File: src/include/lcd_defines.svh
// constants of the character display host port
`ifndef LCD_DEFINES_SVH
`define LCD_DEFINES_SVH

// ----------------------------------------
// clock and oscillator timing
// ----------------------------------------
`define CLK_KHZ        10000
`define OSC_KHZ        270
`define OSC_DIV        (`CLK_KHZ / `OSC_KHZ)
`define T_LONG_US      1530
`define T_SHORT_US     39
`define T_DATA_US      43
`define OSC_LONG       ((`T_LONG_US * `OSC_KHZ + 999) / 1000)
`define OSC_SHORT      ((`T_SHORT_US * `OSC_KHZ + 999) / 1000)
`define OSC_DATA       ((`T_DATA_US * `OSC_KHZ + 999) / 1000)

// ----------------------------------------
// memory and address layout
// ----------------------------------------
`define FILL_CODE      8'h20
`define HOME_ADDR      7'h00
`define LINE1_END      7'h27
`define LINE2_START    7'h40
`define LINE2_END      7'h67
`define ONE_LINE_END   7'h4F
`define TEXT_WORDS     128
`define GLYPH_WORDS    64
`define FILL_LAST      7'h7F

// ----------------------------------------
// instruction byte fields
// ----------------------------------------
`define BIT_TEXT_ADDR  7
`define BIT_GLYPH_ADDR 6
`define BIT_FUNC       5
`define BIT_SHIFT      4
`define BIT_DISP       3
`define BIT_ENTRY      2
`define BIT_HOME       1
`define BIT_CLEAR      0

// ----------------------------------------
// queue layout and reset values
// ----------------------------------------
`define QUEUE_DEPTH    4
`define ENTRY_W        10
`define RST_BUS8       1'b1
`define RST_INC        1'b1

`endif

File: src/include/lcd_pkg.sv
// types of the character display host port
package lcd_pkg;

  typedef enum logic [0:0] {
    EXEC_IDLE = 1'b0,
    EXEC_RUN  = 1'b1
  } exec_state_type;

  typedef struct packed {
    exec_state_type st;
    logic [6:0]     ac;
    logic           glyph;
    logic           inc;
    logic           scroll;
    logic           disp;
    logic           curs;
    logic           blink;
    logic           bus8;
    logic           two_line;
    logic           font;
    logic [6:0]     shift_off;
    logic [7:0]     rdata;
    logic [8:0]     busy_cnt;
    logic [5:0]     div;
    logic           clearing;
    logic [6:0]     fill;
    logic           phase;
    logic [3:0]     hold;
    logic           strobe_d;
    logic [7:0]     dout;
    logic           oe;
  } port_state_type;

endpackage

File: src/include/queue_if.sv
// valid/ready carrier between queue and its neighbours
`timescale 1ns/1ps
interface queue_if #(parameter int WIDTH = 10);
  logic             valid;
  logic             ready;
  logic [WIDTH-1:0] data;
  modport source (output valid, output data, input ready);
  modport sink   (input valid, input data, output ready);
endinterface

File: src/hdl/pin_sync.sv
// two-stage synchroniser for asynchronous pins
`timescale 1ns/1ps
module pin_sync #(
  parameter int WIDTH = 1
) (
  input  wire logic             clk,
  input  wire logic             nrst,
  input  wire logic [WIDTH-1:0] d,
  output logic      [WIDTH-1:0] q
);
  typedef struct packed {
    logic [WIDTH-1:0] stage1;
    logic [WIDTH-1:0] stage2;
  } sync_state_type;

  sync_state_type state_reg;
  sync_state_type state_next;

  always_comb begin
    state_next        = state_reg;
    state_next.stage1 = d;
    state_next.stage2 = state_reg.stage1;
  end

  always_ff @(posedge clk or negedge nrst) begin
    if (!nrst) begin
      state_reg <= '0;
    end else begin
      state_reg <= state_next;
    end
  end

  assign q = state_reg.stage2;
endmodule

File: src/hdl/sync_queue.sv
// small synchronous fifo with valid/ready on both sides
`timescale 1ns/1ps
module sync_queue #(
  parameter int WIDTH = 10,
  parameter int DEPTH = 4
) (
  input  wire logic clk,
  input  wire logic nrst,
  queue_if.sink     in_port,
  queue_if.source   out_port
);
  localparam int PW = $clog2(DEPTH);

  typedef struct packed {
    logic [DEPTH-1:0][WIDTH-1:0] mem;
    logic [PW-1:0]               wr;
    logic [PW-1:0]               rd;
    logic [PW:0]                 count;
  } queue_state_type;

  queue_state_type state_reg;
  queue_state_type state_next;
  logic            push;
  logic            pop;

  assign in_port.ready  = (state_reg.count != (PW+1)'(DEPTH));
  assign out_port.valid = (state_reg.count != '0);
  assign out_port.data  = state_reg.mem[state_reg.rd];
  assign push = in_port.valid && in_port.ready;
  assign pop  = out_port.valid && out_port.ready;

  always_comb begin
    state_next = state_reg;
    if (push) begin
      state_next.mem[state_reg.wr] = in_port.data;
      state_next.wr = (state_reg.wr == PW'(DEPTH-1)) ? '0 : state_reg.wr + 1'b1;
    end
    if (pop) begin
      state_next.rd = (state_reg.rd == PW'(DEPTH-1)) ? '0 : state_reg.rd + 1'b1;
    end
    if (push && !pop) begin
      state_next.count = state_reg.count + 1'b1;
    end else if (pop && !push) begin
      state_next.count = state_reg.count - 1'b1;
    end
  end

  always_ff @(posedge clk or negedge nrst) begin
    if (!nrst) begin
      state_reg <= '0;
    end else begin
      state_reg <= state_next;
    end
  end
endmodule

File: src/hdl/lcd_host_port.sv
// instruction decoder and host port of a character display controller
// Notes on behaviour
// RL1: data read returns byte of selected memory
// RL2: host sets address before first read
// RL3: text cursor shift reloads output data register
// RL4: address counter steps after each read
// RL5: host avoids display shift after glyph read
// RL6: write steps counter, output register keeps old
// RL7: clear fills text with 20H, counter zero
// RL8: home zeroes counter and display shift
// RL9: entry mode latches direction and scroll
// RL10: display control latches three on/off bits
// RL11: shift moves cursor or display, memory untouched
// RL12: function set latches width, lines, font
// RL13: glyph address set selects glyph memory
// RL14: text address set selects text memory
// RL15: status read gives busy flag and counter
// RL16: data write stores byte; transfers take 43us
// RL17: host waits half oscillator period after busy
// RL18: eight-bit mode moves byte per strobe
// RL19: four-bit mode uses upper lines only
// RL20: four-bit mode sends high nibble first
// RL21: four-bit busy starts after second nibble
// RL22: width select high means eight-bit bus
// RL23: busy flag reads one while executing
// RL24: two-line text addresses 00-27H and 40-67H
// RL25: busy times counted in oscillator ticks
// RL26: values latched on falling strobe edge
`timescale 1ns/1ps
`include "lcd_defines.svh"
module lcd_host_port (
  input  wire logic       clk,
  input  wire logic       nrst,
  input  wire logic       register_select,
  input  wire logic       read_write,
  input  wire logic       strobe,
  input  wire logic [7:0] host_data_lines,
  output logic      [7:0] host_data_out,
  output logic            host_data_oe,
  output logic            internal_activity_flag,
  output logic      [6:0] address_counter,
  output logic            glyph_selected,
  output logic            step_increment,
  output logic            whole_screen_scroll,
  output logic            display_on,
  output logic            cursor_on,
  output logic            blink_on,
  output logic            bus_width_select,
  output logic            two_line,
  output logic            font_tall,
  output logic      [6:0] shift_offset,
  output logic            queue_ready
);
  // ----------------------------------------
  // pin synchronisers
  // ----------------------------------------
  logic [10:0] pins_s;
  logic        rs_s;
  logic        rw_s;
  logic        strobe_s;
  logic [7:0]  bus_s;

  pin_sync #(.WIDTH(11)) u_sync (
    .clk  (clk),
    .nrst (nrst),
    .d    ({register_select, read_write, strobe, host_data_lines}),
    .q    (pins_s)
  );

  assign rs_s     = pins_s[10];
  assign rw_s     = pins_s[9];
  assign strobe_s = pins_s[8];
  assign bus_s    = pins_s[7:0];

  // ----------------------------------------
  // transfer queue
  // ----------------------------------------
  queue_if #(.WIDTH(`ENTRY_W)) push_if ();
  queue_if #(.WIDTH(`ENTRY_W)) pop_if ();

  sync_queue #(.WIDTH(`ENTRY_W), .DEPTH(`QUEUE_DEPTH)) u_queue (
    .clk      (clk),
    .nrst     (nrst),
    .in_port  (push_if.sink),
    .out_port (pop_if.source)
  );

  // ----------------------------------------
  // memories
  // ----------------------------------------
  logic [7:0] text_mem [0:`TEXT_WORDS-1];
  logic [7:0] glyph_mem [0:`GLYPH_WORDS-1];
  logic       text_we;
  logic       glyph_we;
  logic [6:0] mem_addr;
  logic [7:0] mem_wdata;

  always_ff @(posedge clk) begin
    if (text_we) begin
      text_mem[mem_addr] <= mem_wdata;
    end
    if (glyph_we) begin
      glyph_mem[mem_addr[5:0]] <= mem_wdata;
    end
  end

  // ----------------------------------------
  // address stepping
  // ----------------------------------------
  function automatic logic [6:0] step_addr(
    input logic [6:0] a,
    input logic       up,
    input logic       glyph,
    input logic       lines2
  );
    logic [6:0] r;
    r = up ? a + 7'h01 : a - 7'h01;
    if (glyph) begin
      r[6] = 1'b0;
    end else if (lines2) begin
      if (up && a == `LINE1_END) r = `LINE2_START; // RL24
      if (up && a == `LINE2_END) r = `HOME_ADDR; // RL24
      if (!up && a == `LINE2_START) r = `LINE1_END; // RL24
      if (!up && a == `HOME_ADDR) r = `LINE2_END; // RL24
    end else begin
      if (up && a == `ONE_LINE_END) r = `HOME_ADDR;
      if (!up && a == `HOME_ADDR) r = `ONE_LINE_END;
    end
    return r;
  endfunction

  // ----------------------------------------
  // state and next state
  // ----------------------------------------
  lcd_pkg::port_state_type state_reg;
  lcd_pkg::port_state_type state_next;
  logic       busy;
  logic       fall;
  logic       rise;
  logic       byte_done;
  logic [7:0] full_byte;
  logic [7:0] sel_byte;
  logic       h_rs;
  logic       h_rw;
  logic [7:0] h_b;
  logic [6:0] nxt_ac;
  logic       tick;

  assign busy = (state_reg.st != lcd_pkg::EXEC_IDLE) || pop_if.valid; // RL23
  assign fall = state_reg.strobe_d && !strobe_s;
  assign rise = !state_reg.strobe_d && strobe_s;
  assign tick = (state_reg.div == 6'(`OSC_DIV - 1));
  assign {h_rs, h_rw, h_b} = pop_if.data;

  // four-bit mode assembles the high nibble first
  assign full_byte = state_reg.bus8 ? bus_s : {state_reg.hold, bus_s[7:4]}; // RL19 RL20
  assign byte_done = state_reg.bus8 || state_reg.phase; // RL18 RL21 RL22

  // push completed transfers except status reads
  assign push_if.valid = fall && byte_done && !(!rs_s && rw_s); // RL26
  assign push_if.data  = {rs_s, rw_s, rw_s ? 8'h00 : full_byte};
  assign pop_if.ready  = (state_reg.st == lcd_pkg::EXEC_IDLE);
  assign sel_byte = rs_s ? state_reg.rdata : {busy, state_reg.ac}; // RL1 RL15

  always_comb begin
    state_next = state_reg;
    text_we    = 1'b0;
    glyph_we   = 1'b0;
    mem_addr   = state_reg.ac;
    mem_wdata  = h_b;
    nxt_ac     = step_addr(state_reg.ac, state_reg.inc, state_reg.glyph, state_reg.two_line);

    // oscillator tick divider
    state_next.div = tick ? 6'h00 : state_reg.div + 6'h01;

    // host strobe edges
    state_next.strobe_d = strobe_s;
    if (rise) begin
      state_next.oe = rw_s;
    end
    if (fall) begin
      state_next.oe = 1'b0;
      if (!state_reg.bus8) begin
        state_next.phase = !state_reg.phase; // RL20
        if (!state_reg.phase) begin
          state_next.hold = bus_s[7:4]; // RL19
        end
      end
    end

    // read data presented on the lines
    if (state_reg.bus8) begin
      state_next.dout = sel_byte; // RL18
    end else if (!state_reg.phase) begin
      state_next.dout = {sel_byte[7:4], 4'h0}; // RL20
    end else begin
      state_next.dout = {sel_byte[3:0], 4'h0}; // RL20
    end

    // text fill sweep of clear
    if (state_reg.clearing) begin
      text_we   = 1'b1;
      mem_addr  = state_reg.fill;
      mem_wdata = `FILL_CODE; // RL7
      state_next.fill = state_reg.fill + 7'h01;
      if (state_reg.fill == `FILL_LAST) begin
        state_next.clearing = 1'b0;
      end
    end

    case (state_reg.st)
      lcd_pkg::EXEC_IDLE: begin
        if (pop_if.valid) begin
          state_next.st       = lcd_pkg::EXEC_RUN;
          state_next.busy_cnt = 9'(`OSC_SHORT); // RL25
          if (h_rs) begin
            state_next.busy_cnt = 9'(`OSC_DATA); // RL16 RL25
            state_next.ac       = nxt_ac; // RL4 RL6
            if (!h_rw) begin
              text_we  = !state_reg.glyph; // RL16
              glyph_we = state_reg.glyph; // RL16
              if (!state_reg.glyph && state_reg.scroll) begin
                state_next.shift_off = state_reg.inc ? state_reg.shift_off + 7'h01
                                                     : state_reg.shift_off - 7'h01;
              end
            end else begin
              state_next.rdata = state_reg.glyph ? glyph_mem[nxt_ac[5:0]]
                                                 : text_mem[nxt_ac]; // RL1 RL4
            end
          end else if (h_b[`BIT_TEXT_ADDR]) begin
            state_next.ac    = h_b[6:0]; // RL14
            state_next.glyph = 1'b0; // RL14
            state_next.rdata = text_mem[h_b[6:0]]; // RL1
          end else if (h_b[`BIT_GLYPH_ADDR]) begin
            state_next.ac    = {1'b0, h_b[5:0]}; // RL13
            state_next.glyph = 1'b1; // RL13
            state_next.rdata = glyph_mem[h_b[5:0]]; // RL1
          end else if (h_b[`BIT_FUNC]) begin
            state_next.bus8     = h_b[4]; // RL12 RL22
            state_next.two_line = h_b[3]; // RL12
            state_next.font     = h_b[2]; // RL12
            state_next.phase    = 1'b0;
          end else if (h_b[`BIT_SHIFT]) begin
            if (h_b[3]) begin
              state_next.shift_off = h_b[2] ? state_reg.shift_off - 7'h01
                                            : state_reg.shift_off + 7'h01; // RL11
            end else begin
              state_next.ac = step_addr(state_reg.ac, h_b[2], state_reg.glyph,
                                        state_reg.two_line); // RL11
              if (!state_reg.glyph) begin
                state_next.rdata = text_mem[step_addr(state_reg.ac, h_b[2], 1'b0,
                                                      state_reg.two_line)]; // RL3
              end
            end
          end else if (h_b[`BIT_DISP]) begin
            state_next.disp  = h_b[2]; // RL10
            state_next.curs  = h_b[1]; // RL10
            state_next.blink = h_b[0]; // RL10
          end else if (h_b[`BIT_ENTRY]) begin
            state_next.inc    = h_b[1]; // RL9
            state_next.scroll = h_b[0]; // RL9
          end else if (h_b[`BIT_HOME]) begin
            state_next.ac        = `HOME_ADDR; // RL8
            state_next.glyph     = 1'b0;
            state_next.shift_off = 7'h00; // RL8
            state_next.busy_cnt  = 9'(`OSC_LONG); // RL8 RL25
          end else if (h_b[`BIT_CLEAR]) begin
            state_next.ac        = `HOME_ADDR; // RL7
            state_next.glyph     = 1'b0;
            state_next.inc       = 1'b1;
            state_next.shift_off = 7'h00;
            state_next.clearing  = 1'b1; // RL7
            state_next.fill      = 7'h00;
            state_next.busy_cnt  = 9'(`OSC_LONG); // RL7 RL25
          end
        end
      end
      lcd_pkg::EXEC_RUN: begin
        if (tick) begin
          state_next.busy_cnt = state_reg.busy_cnt - 9'h001; // RL25
          if (state_reg.busy_cnt == 9'h001 && !state_reg.clearing) begin
            state_next.st = lcd_pkg::EXEC_IDLE; // RL23
          end
        end
        if (state_reg.busy_cnt == 9'h000) begin
          state_next.busy_cnt = 9'h000;
          if (!state_reg.clearing) begin
            state_next.st = lcd_pkg::EXEC_IDLE;
          end
        end
      end
      default: begin
        state_next.st = lcd_pkg::EXEC_IDLE;
      end
    endcase
  end

  // ----------------------------------------
  // state register
  // ----------------------------------------
  always_ff @(posedge clk or negedge nrst) begin
    if (!nrst) begin
      state_reg      <= '0;
      state_reg.bus8 <= `RST_BUS8;
      state_reg.inc  <= `RST_INC;
    end else begin
      state_reg <= state_next;
    end
  end

  // ----------------------------------------
  // outputs
  // ----------------------------------------
  assign host_data_out          = state_reg.dout;
  assign host_data_oe           = state_reg.oe; // RL15
  assign internal_activity_flag = busy; // RL23
  assign address_counter        = state_reg.ac;
  assign glyph_selected         = state_reg.glyph;
  assign step_increment         = state_reg.inc;
  assign whole_screen_scroll    = state_reg.scroll;
  assign display_on             = state_reg.disp;
  assign cursor_on              = state_reg.curs;
  assign blink_on               = state_reg.blink;
  assign bus_width_select       = state_reg.bus8;
  assign two_line               = state_reg.two_line;
  assign font_tall              = state_reg.font;
  assign shift_offset           = state_reg.shift_off;
  assign queue_ready            = push_if.ready;
endmodule

File: config.mk
export PLATFORM = sky130hd
export DESIGN_NAME = lcd_host_port
export DESIGN_NICKNAME = d
export VERILOG_FILES = /design/src/include/lcd_pkg.sv /design/src/include/queue_if.sv /design/src/hdl/pin_sync.sv /design/src/hdl/sync_queue.sv /design/src/hdl/lcd_host_port.sv
export VERILOG_INCLUDE_DIRS = /design/src /design/src/include
export SDC_FILE = /design/constraint.sdc
export NUM_CORES = 2
export LEC_CHECK = 0
export BUFFER_PORTS_ARGS = -buffer_cell sky130_fd_sc_hd__buf_2
export CORE_ASPECT_RATIO = 0.5
export CORE_MARGIN = 2
export CORE_UTILIZATION = 34
export DETAILED_ROUTE_END_ITERATION = 8
export PLACE_DENSITY_LB_ADDON = 0.08
export SYNTH_ARGS = -nofsm -noshare
export SYNTH_HDL_FRONTEND = slang
export SYNTH_SLANG_ARGS = --single-unit
File: constraint.sdc
create_clock -name clk -period 7.6 [get_ports clk]
set_clock_uncertainty 0.1 [all_clocks]
set_input_delay 0.76 -clock clk [delete_from_list [all_inputs] [get_ports clk]]
set_output_delay 0.76 -clock clk [all_outputs]
set_load 0.02 [all_outputs]
# --- Word level (Yosys, flattened, before mapping) ---
# Memory sizes are Yosys's and may differ from the RTL's.
# Cells that the tools add are included.
classes:
  n_addsub: 11
  mul: 0
  div: 0
  n_lt_le_gt_ge: 3
  n_eq_ne: 36
  shift: 0
  mux: 139
  bitwise: 8
  reduce_logical: 52
op_table:
  columns: ["cell", "count"]
  rows:
  - ["2-to-1 mux 7 bit", 39]
  - ["2-to-1 mux 8 bit", 24]
  - ["2-to-1 mux 9 bit", 16]
  - ["2-to-1 mux 10 bit", 10]
  - ["2-to-1 mux 24 bit", 2]
  - ["2-to-1 mux 41 bit", 1]
  - ["bitwise mux 40 bit", 1]
  - ["2-to-1 mux 15 bit", 2]
  - ["== test 7 bit, second input constant", 4]
  - ["2-to-1 mux 1 bit", 26]
  - ["2-to-1 mux 6 bit", 4]
  - ["logical AND 1 bit", 22]
  - ["adder 7 x 1 -> 7 bit, second input constant", 3]
  - ["binary-select mux 10 bit (select 2 bit)", 1]
  - ["demux 10 bit (select 2 bit)", 1]
  - ["case mux 9 bit (2 select lines)", 1]
  - ["!= test 8 x 1 -> 1 bit, second input constant", 2]
  - ["AND reduction 8 bit", 2]
  - ["!= test 3 x 1 -> 1 bit, second input constant", 5]
  - ["AND reduction 7 bit", 2]
  - ["subtractor 7 x 1 -> 7 bit, second input constant", 2]
  - ["2-to-1 mux 13 bit", 1]
  - ["2-to-1 mux 3 bit", 4]
  - ["!= test 6 x 2 -> 1 bit, second input constant", 2]
  - ["41 further kinds", 72]
word_totals:
  reg_bits: 139
  latchBits: 0
  ram_bits: 1536
  romBits: 0
  inputBits: 13
  output_inout_bits: 34
  wordCells: 282
  n_memories: 2
mem_list:
  columns: ["memory", "depth", "width", "read_ports", "rd_ports_with_merged_regs", "write_ports", "line", "source"]
  rows:
  - ["text_mem", 128, 8, 3, 0, 1, "lcd_host_port.sv:91", "logic [7:0] text_mem [0:`TEXT_WORDS-1];"]
  - ["glyph_mem", 64, 8, 2, 0, 1, "lcd_host_port.sv:92", "logic [7:0] glyph_mem [0:`GLYPH_WORDS-1];"]

# --- Logic depth before layout (Yosys ltp) ---
# An unclocked memory read counts as a cell.
logic_depth:
  ltp_word: 27
  mapped_depth: 22
  ltp_nobuf: 14

# --- By module ---
# A second synthesis with hierarchy kept.
unflattened:
  hier_cells: 7370
  hier_area_um2: 90559.4
modules_own_cells:
  columns: ["module", "instances", "cells_each", "area_per_inst_um2", "seq_area_each_um2"]
  rows:
  - ["lcd_host_port", 1, 7215, 87869.3, 47878.4]
  - ["sync_queue", 1, 133, 2139.6, 1176.1]
  - ["pin_sync", 1, 22, 550.5, 550.5]

# --- Least setup slack after synthesis ---
# OpenSTA, ideal clock, no wires.
synth_timing:
  path_type: "register -> register"
  startpoint: "register u_queue.state_reg[4] in the netlist's numbering"
  endpoint: "memory glyph_mem[0][2] (data pin)"
  setup_time_ns: 1.095
  arrival_time_ns: 6.479
  required_time_ns: 6.405
  slack_ns: -0.075
  path_stages_with_launch: 10
  path_buffers: 6
  synth_period_minus_slack_ns: 7.675
  cell_sequence: "dfrtp_1 -> buf_6 -> mux2i_1 -> mux2_2 -> buf_2 -> buf_2 -> buf_2 -> clkbuf_1 -> clkbuf_1 -> nor2_1"
synth_via:
  elab_chain_cells: 3
synth_rtl:
  columns: ["item", "line", "source"]
  rows:
  - ["start, declared", "sync_queue.sv:21", "queue_state_type state_reg;"]
  - ["start signal, assigned", "sync_queue.sv:52", "state_reg <= state_next;"]
  - ["binary-select mux 10 bit (select 2 bit)", "sync_queue.sv:28", "assign out_port.data = state_reg.mem[state_reg.rd];"]
  - ["2-to-1 mux 10 bit (implied by the code)", "sync_queue.sv:28", null]
  - ["2-to-1 mux 8 bit", "lcd_host_port.sv:201", "if (state_reg.clearing) begin"]
  - ["net mem_wdata[2]", "lcd_host_port.sv:96", "logic [7:0] mem_wdata;"]
  - ["end, declared", "lcd_host_port.sv:92", null]
# The timed path passes the listed nets, and every way through them passes these cells. The select of a mux whose other input is x is not followed.

# --- Worst setup path after layout ---
layout_timing:
  startpoint: "register state_reg, in the netlist address_counter[0]"
  endpoint: "register state_reg[43] in the netlist's numbering"
layout_via:
  elab_chain_cells: 24
  elab_cells_between_ends: 55
  classes_between: "2 x add/sub; 4 x eq/ne; 36 x mux; 11 x reduce/logical; 2 x memory"
layout_rtl:
  columns: ["item", "line", "source"]
  rows:
  - ["start, declared", "lcd_host_port.sv:135", "lcd_pkg::port_state_type state_reg;"]
  - ["start signal, assigned", "lcd_host_port.sv:307", "state_reg <= state_next;"]
  - ["subtractor 7 x 1 -> 7 bit (tied with other cells)", "lcd_host_port.sv:117", "r = up ? a + 7'h01 : a - 7'h01;"]
  - ["2-to-1 mux 7 bit / logical AND 1 bit (equally long branches)", null, null]
  - ["2-to-1 mux 7 bit", "lcd_host_port.sv:121", "if (up && a == `LINE1_END) r = `LINE2_START;"]
  - ["2-to-1 mux 7 bit", "lcd_host_port.sv:122", "if (up && a == `LINE2_END) r = `HOME_ADDR;"]
  - ["2-to-1 mux 7 bit", "lcd_host_port.sv:123", "if (!up && a == `LINE2_START) r = `LINE1_END;"]
  - ["2-to-1 mux 7 bit", "lcd_host_port.sv:124", "if (!up && a == `HOME_ADDR) r = `LINE2_END;"]
  - ["2-to-1 mux 7 bit", "lcd_host_port.sv:120", "end else if (lines2) begin"]
  - ["2-to-1 mux 7 bit", "lcd_host_port.sv:250", "if (!state_reg.glyph) begin"]
  - ["[... 8 more ...]", null, null]
  - ["memory (128 x 8 bit)", null, null]
  - ["2-to-1 mux 8 bit", "lcd_host_port.sv:250", null]
  - ["2-to-1 mux 8 bit", "lcd_host_port.sv:244", "if (h_b[3]) begin"]
  - ["2-to-1 mux 8 bit", "lcd_host_port.sv:243", "end else if (h_b[`BIT_SHIFT]) begin"]
  - ["2-to-1 mux 24 bit", "lcd_host_port.sv:238", "end else if (h_b[`BIT_FUNC]) begin"]
  - ["2-to-1 mux 8 bit", "lcd_host_port.sv:234", "end else if (h_b[`BIT_GLYPH_ADDR]) begin"]
  - ["2-to-1 mux 8 bit", "lcd_host_port.sv:230", "end else if (h_b[`BIT_TEXT_ADDR]) begin"]
  - ["2-to-1 mux 24 bit *", "lcd_host_port.sv:216", "if (h_rs) begin"]
# Every way passes the cells marked *; elsewhere a longest branch is shown, timed or not. The select of a mux whose other input is x is not followed.
# A chain may end at the register's enable or synchronous reset.

==> results summary <==
TritonCTS built the clock tree. The largest area contributor in the netlist is edfxtp_1. The number of global-route vias before repair is approximately 71000. The number of clock buffers inserted by TritonCTS is between 150 and 200.

The summed instance area of the synthesized netlist is 92100 um2. The layout net count is 8262. The worst-case clock buffer depth is 4. The fraction of registers with async set or reset after synthesis is between 8 and 9%.

The cell family contributing the most delay on the critical path is simple AND/OR/NAND/NOR gates. The global-route congestion overflow total came out at 0. The share of layout cells above drive strength 1 is 15.7%. The placer's final routability congestion estimate came out at between 1 and 1.5. The mean area per synthesized cell came out at 11.1 um2. The clock sink total came out at roughly 1700. In this run the core area contains roughly 140 standard-cell rows. The number of design-rule violations left by the first detailed-router iteration came out at around 13000. The first-pass iteration count of the detailed router is 7. The min-delay analysis places its worst path in the category flip-flop to flip-flop. After synthesis the netlist holds a flip-flop and latch count of between 1500 and 2000.

The final routed wirelength across all metal layers came out at around 470 mm. The number of synthesis warnings came out at 0. Ranked by total cell area, the synthesized netlist is headed by edfxtp_1 (50%), mux4_2 (11%), nand2_1 (9.7%). The share of the cycle needed by the critical path after routing is between 90% and 100%.

The post-CTS clock slew at the launch and capture registers of the worst setup and hold paths came out at around 0.07 ns. The root buffer selected by CTS is clkbuf_16. The final number of max-transition violations is 3.

In the synthesized netlist the dominant register cell turns out to be edfxtp_1. Entering global routing, the biggest net connects 141 pins. The post-synthesis net count came out at ~8300. The required time of the critical path is 8.24 ns. The data arrival time of the critical path is 7.52 ns. The chip height came out at approximately 370 um. STA classifies the critical path endpoint as a flip-flop. The area share of the largest cell type after synthesis is between 50 and 60%. The wire length of the first global-routing pass came out at 631 mm. STA classifies the critical path startpoint as a flip-flop.

The final reports fail on capacitance limit, slew limit. Setup repair after global routing left no endpoint under its margin. The DRC violation count after routing is 0. The number of instances in the synthesized netlist came out at approximately 8300. The count of H-tree levels built during CTS came out at 4. By instance count, the cell type seen most on the critical path is a2111o_1. Among all stages on the critical path, the largest delay is contributed by or3_2.

The minimum clock period after layout came out at a little under 7 ns. The chip width is ~740 um. The highest cell delay on the worst timing path is between 1 and 1.5 ns. In this run the count of I/O pins placed on the die edge is between 40 and 50.

The number of maximum-capacitance violations came out at 5. The remaining max-slew budget at the tightest pin is -14.5%. The average via count per standard cell is 6.49. The remaining antenna violation count came out at 0.

The detailed-route wire length per cell came out at 39.1 um. For this configuration, the core starts out at a cell density of between 30% and 40%. The number of flip-flops in the largest register is 1024.

The signal on the critical path passes through inv_1, ha_1, mux2i_1, xnor2_1, nand2_4, or3_2, a211oi_2, a2111o_1, a311o_1, a22oi_1, or3_1, nor4_1, a211oi_1, a2111o_1. The critical path is of the flip-flop to flip-flop type. The initial antenna violation count came out at 43. The setup TNS is 0 ns.

The total die area came out at 275000 um2. The top fanout value on the critical path is 32. The detailed placement HPWL came out at 314 mm.

The total vias in the final route came out at between 70000 and 80000. The run finished, with violations left. The final worst setup slack came out at around 0.72 ns.

During placement, the flow inserted port buffers numbering 46. The clock latency on the worst-skew pair is 0.88 ns. The maximum achievable frequency is ~0.15 GHz. Counting both buffers and inverters, the worst setup path holds a total of 1. The final hold violation count is 0.

The layout-stage area growth over the synthesis result is 11.9%. The number of synthesized flops with an enable pin is approximately 1500. The global-route usage over all layers is about a third. For the pin with the worst max-slew slack, the measured transition is 1.70 ns. The count of different cell masters after synthesis came out at 99. The count of endpoints failing setup in the final report came out at 0. The core box area is approximately 270000 um2. The pre-CTS worst setup slack came out at around 1.3 ns. The sequential cell area fraction in the yosys report came out at between 50% and 60%.
## cell usage after synthesis (49+ instances only)
cell type and instances:
buf_2 366, a311oi_1 261, a21oi_1 134, a31oi_1 235
edfxtp_1 1536, and3_1 301, a32oi_1 55, mux2i_1 141
nand3_1 625, dfrtp_1 137, nor2_1 355, buf_4 85
nor3_1 70, a211oi_1 179, mux2_2 61, buf_1 49
mux4_2 438, clkbuf_1 195, nand2_1 2379, o21ai_0 116
## kinds of logic after synthesis
logic type	share of synthesized area, %
and+or+nand+nor	18.0
DFF	53.9
AOI/OAI and AO/OA	10.3
buffers and inverters	4.19
muxes	13.0
xor gates and xnor gates	0.266
adders and majority gates	0.266
## per-layer routing
metal  up-vias  global-route usage [%]  part of all wire, %
met5         -                    1.46                 0.15
met4        20                    12.4                  4.3
met3       923                    12.3                   13
met2      5375                    46.5                   40
met1     40234                    46.2                   42
li1      31364                       -                    -
## cells in the final DEF, fill, tap and decap left out, types with 19 or more instances in the layout
cell type,Yosys,layout
and2_1,39,35
edfxtp_1,1536,1536
buf_2,366,45
a21oi_1,134,134
a31oi_1,235,235
inv_1,22,22
nand3_1,625,624
and3_1,301,301
nand2_1,2379,2374
a22oi_1,29,29
mux2i_1,141,140
a221oi_1,19,19
o21ai_0,116,111
nor2_1,355,336
xnor2_1,20,20
buf_12,0,58
a32oi_1,55,55
clkinv_2,0,32
clkinv_1,2,39
clkbuf_1,195,30
o211ai_1,20,20
mux2_2,61,60
clkbuf_16,0,182
a211oi_1,179,177
a311o_1,22,22
buf_4,85,368
mux4_2,438,437
o22ai_1,26,25
nand4_1,35,35
a311oi_1,261,259
nor3_1,70,68
dfrtp_1,137,137
## per-stage QoR
step                util, %  std cells  area (um2)  hold WS, ns
finish                 38.2      12008      103000        0.249
global route           38.1      11993      103000        0.258
CTS                    38.1      11991      103000        0.251
detailed placement     36.1      11666       97400        0.236
global placement       36.1      11662       97400        0.235
floorplan                 -       8292       92100        0.231
## final timing paths
check | startpoint | endpoint | slack [ns] | cells after the start
worst max-delay path | address_counter[0] | state_reg[43] | 0.72 | 14
worst min-delay path | u_sync.state_next[9] | u_sync.q[9] | 0.25 | 0
worst max register to register | address_counter[0] | state_reg[43] | 0.72 | 14
worst min register to register | u_sync.state_next[9] | u_sync.q[9] | 0.25 | 0
max in group asynchronous | nrst | state_reg[39] | 5.93 | 3
min in group asynchronous | nrst | blink_on | 0.30 | 2
## layout make-up
| cell class | instances | area, um2 |
|---|---|---|
| antenna | 17 | 42.5 |
| clock buffer | 223 | 4810 |
| clock inverter | 90 | 657 |
| fill | 26192 | 167000 |
| inverter | 24 | 90.1 |
| multi-input combinational | 5863 | 39000 |
| sequential | 1675 | 49600 |
| tap | 3630 | 4540 |
| timing repair buffer | 486 | 4310 |
## what timing repair did
| action | in CTS | in global routing |
|---|---|---|
| buffers inserted | 0 | 0 |
| endpoints found under the hold margin | 56 | 0 |
| endpoints found under the setup margin | 0 | 0 |
| hold buffers | 12 | 0 |
| gates resized for setup | 0 | 0 |
Power is not shown: default switching activity piles up to over one toggle a cycle in this logic, so the estimate is an artifact.
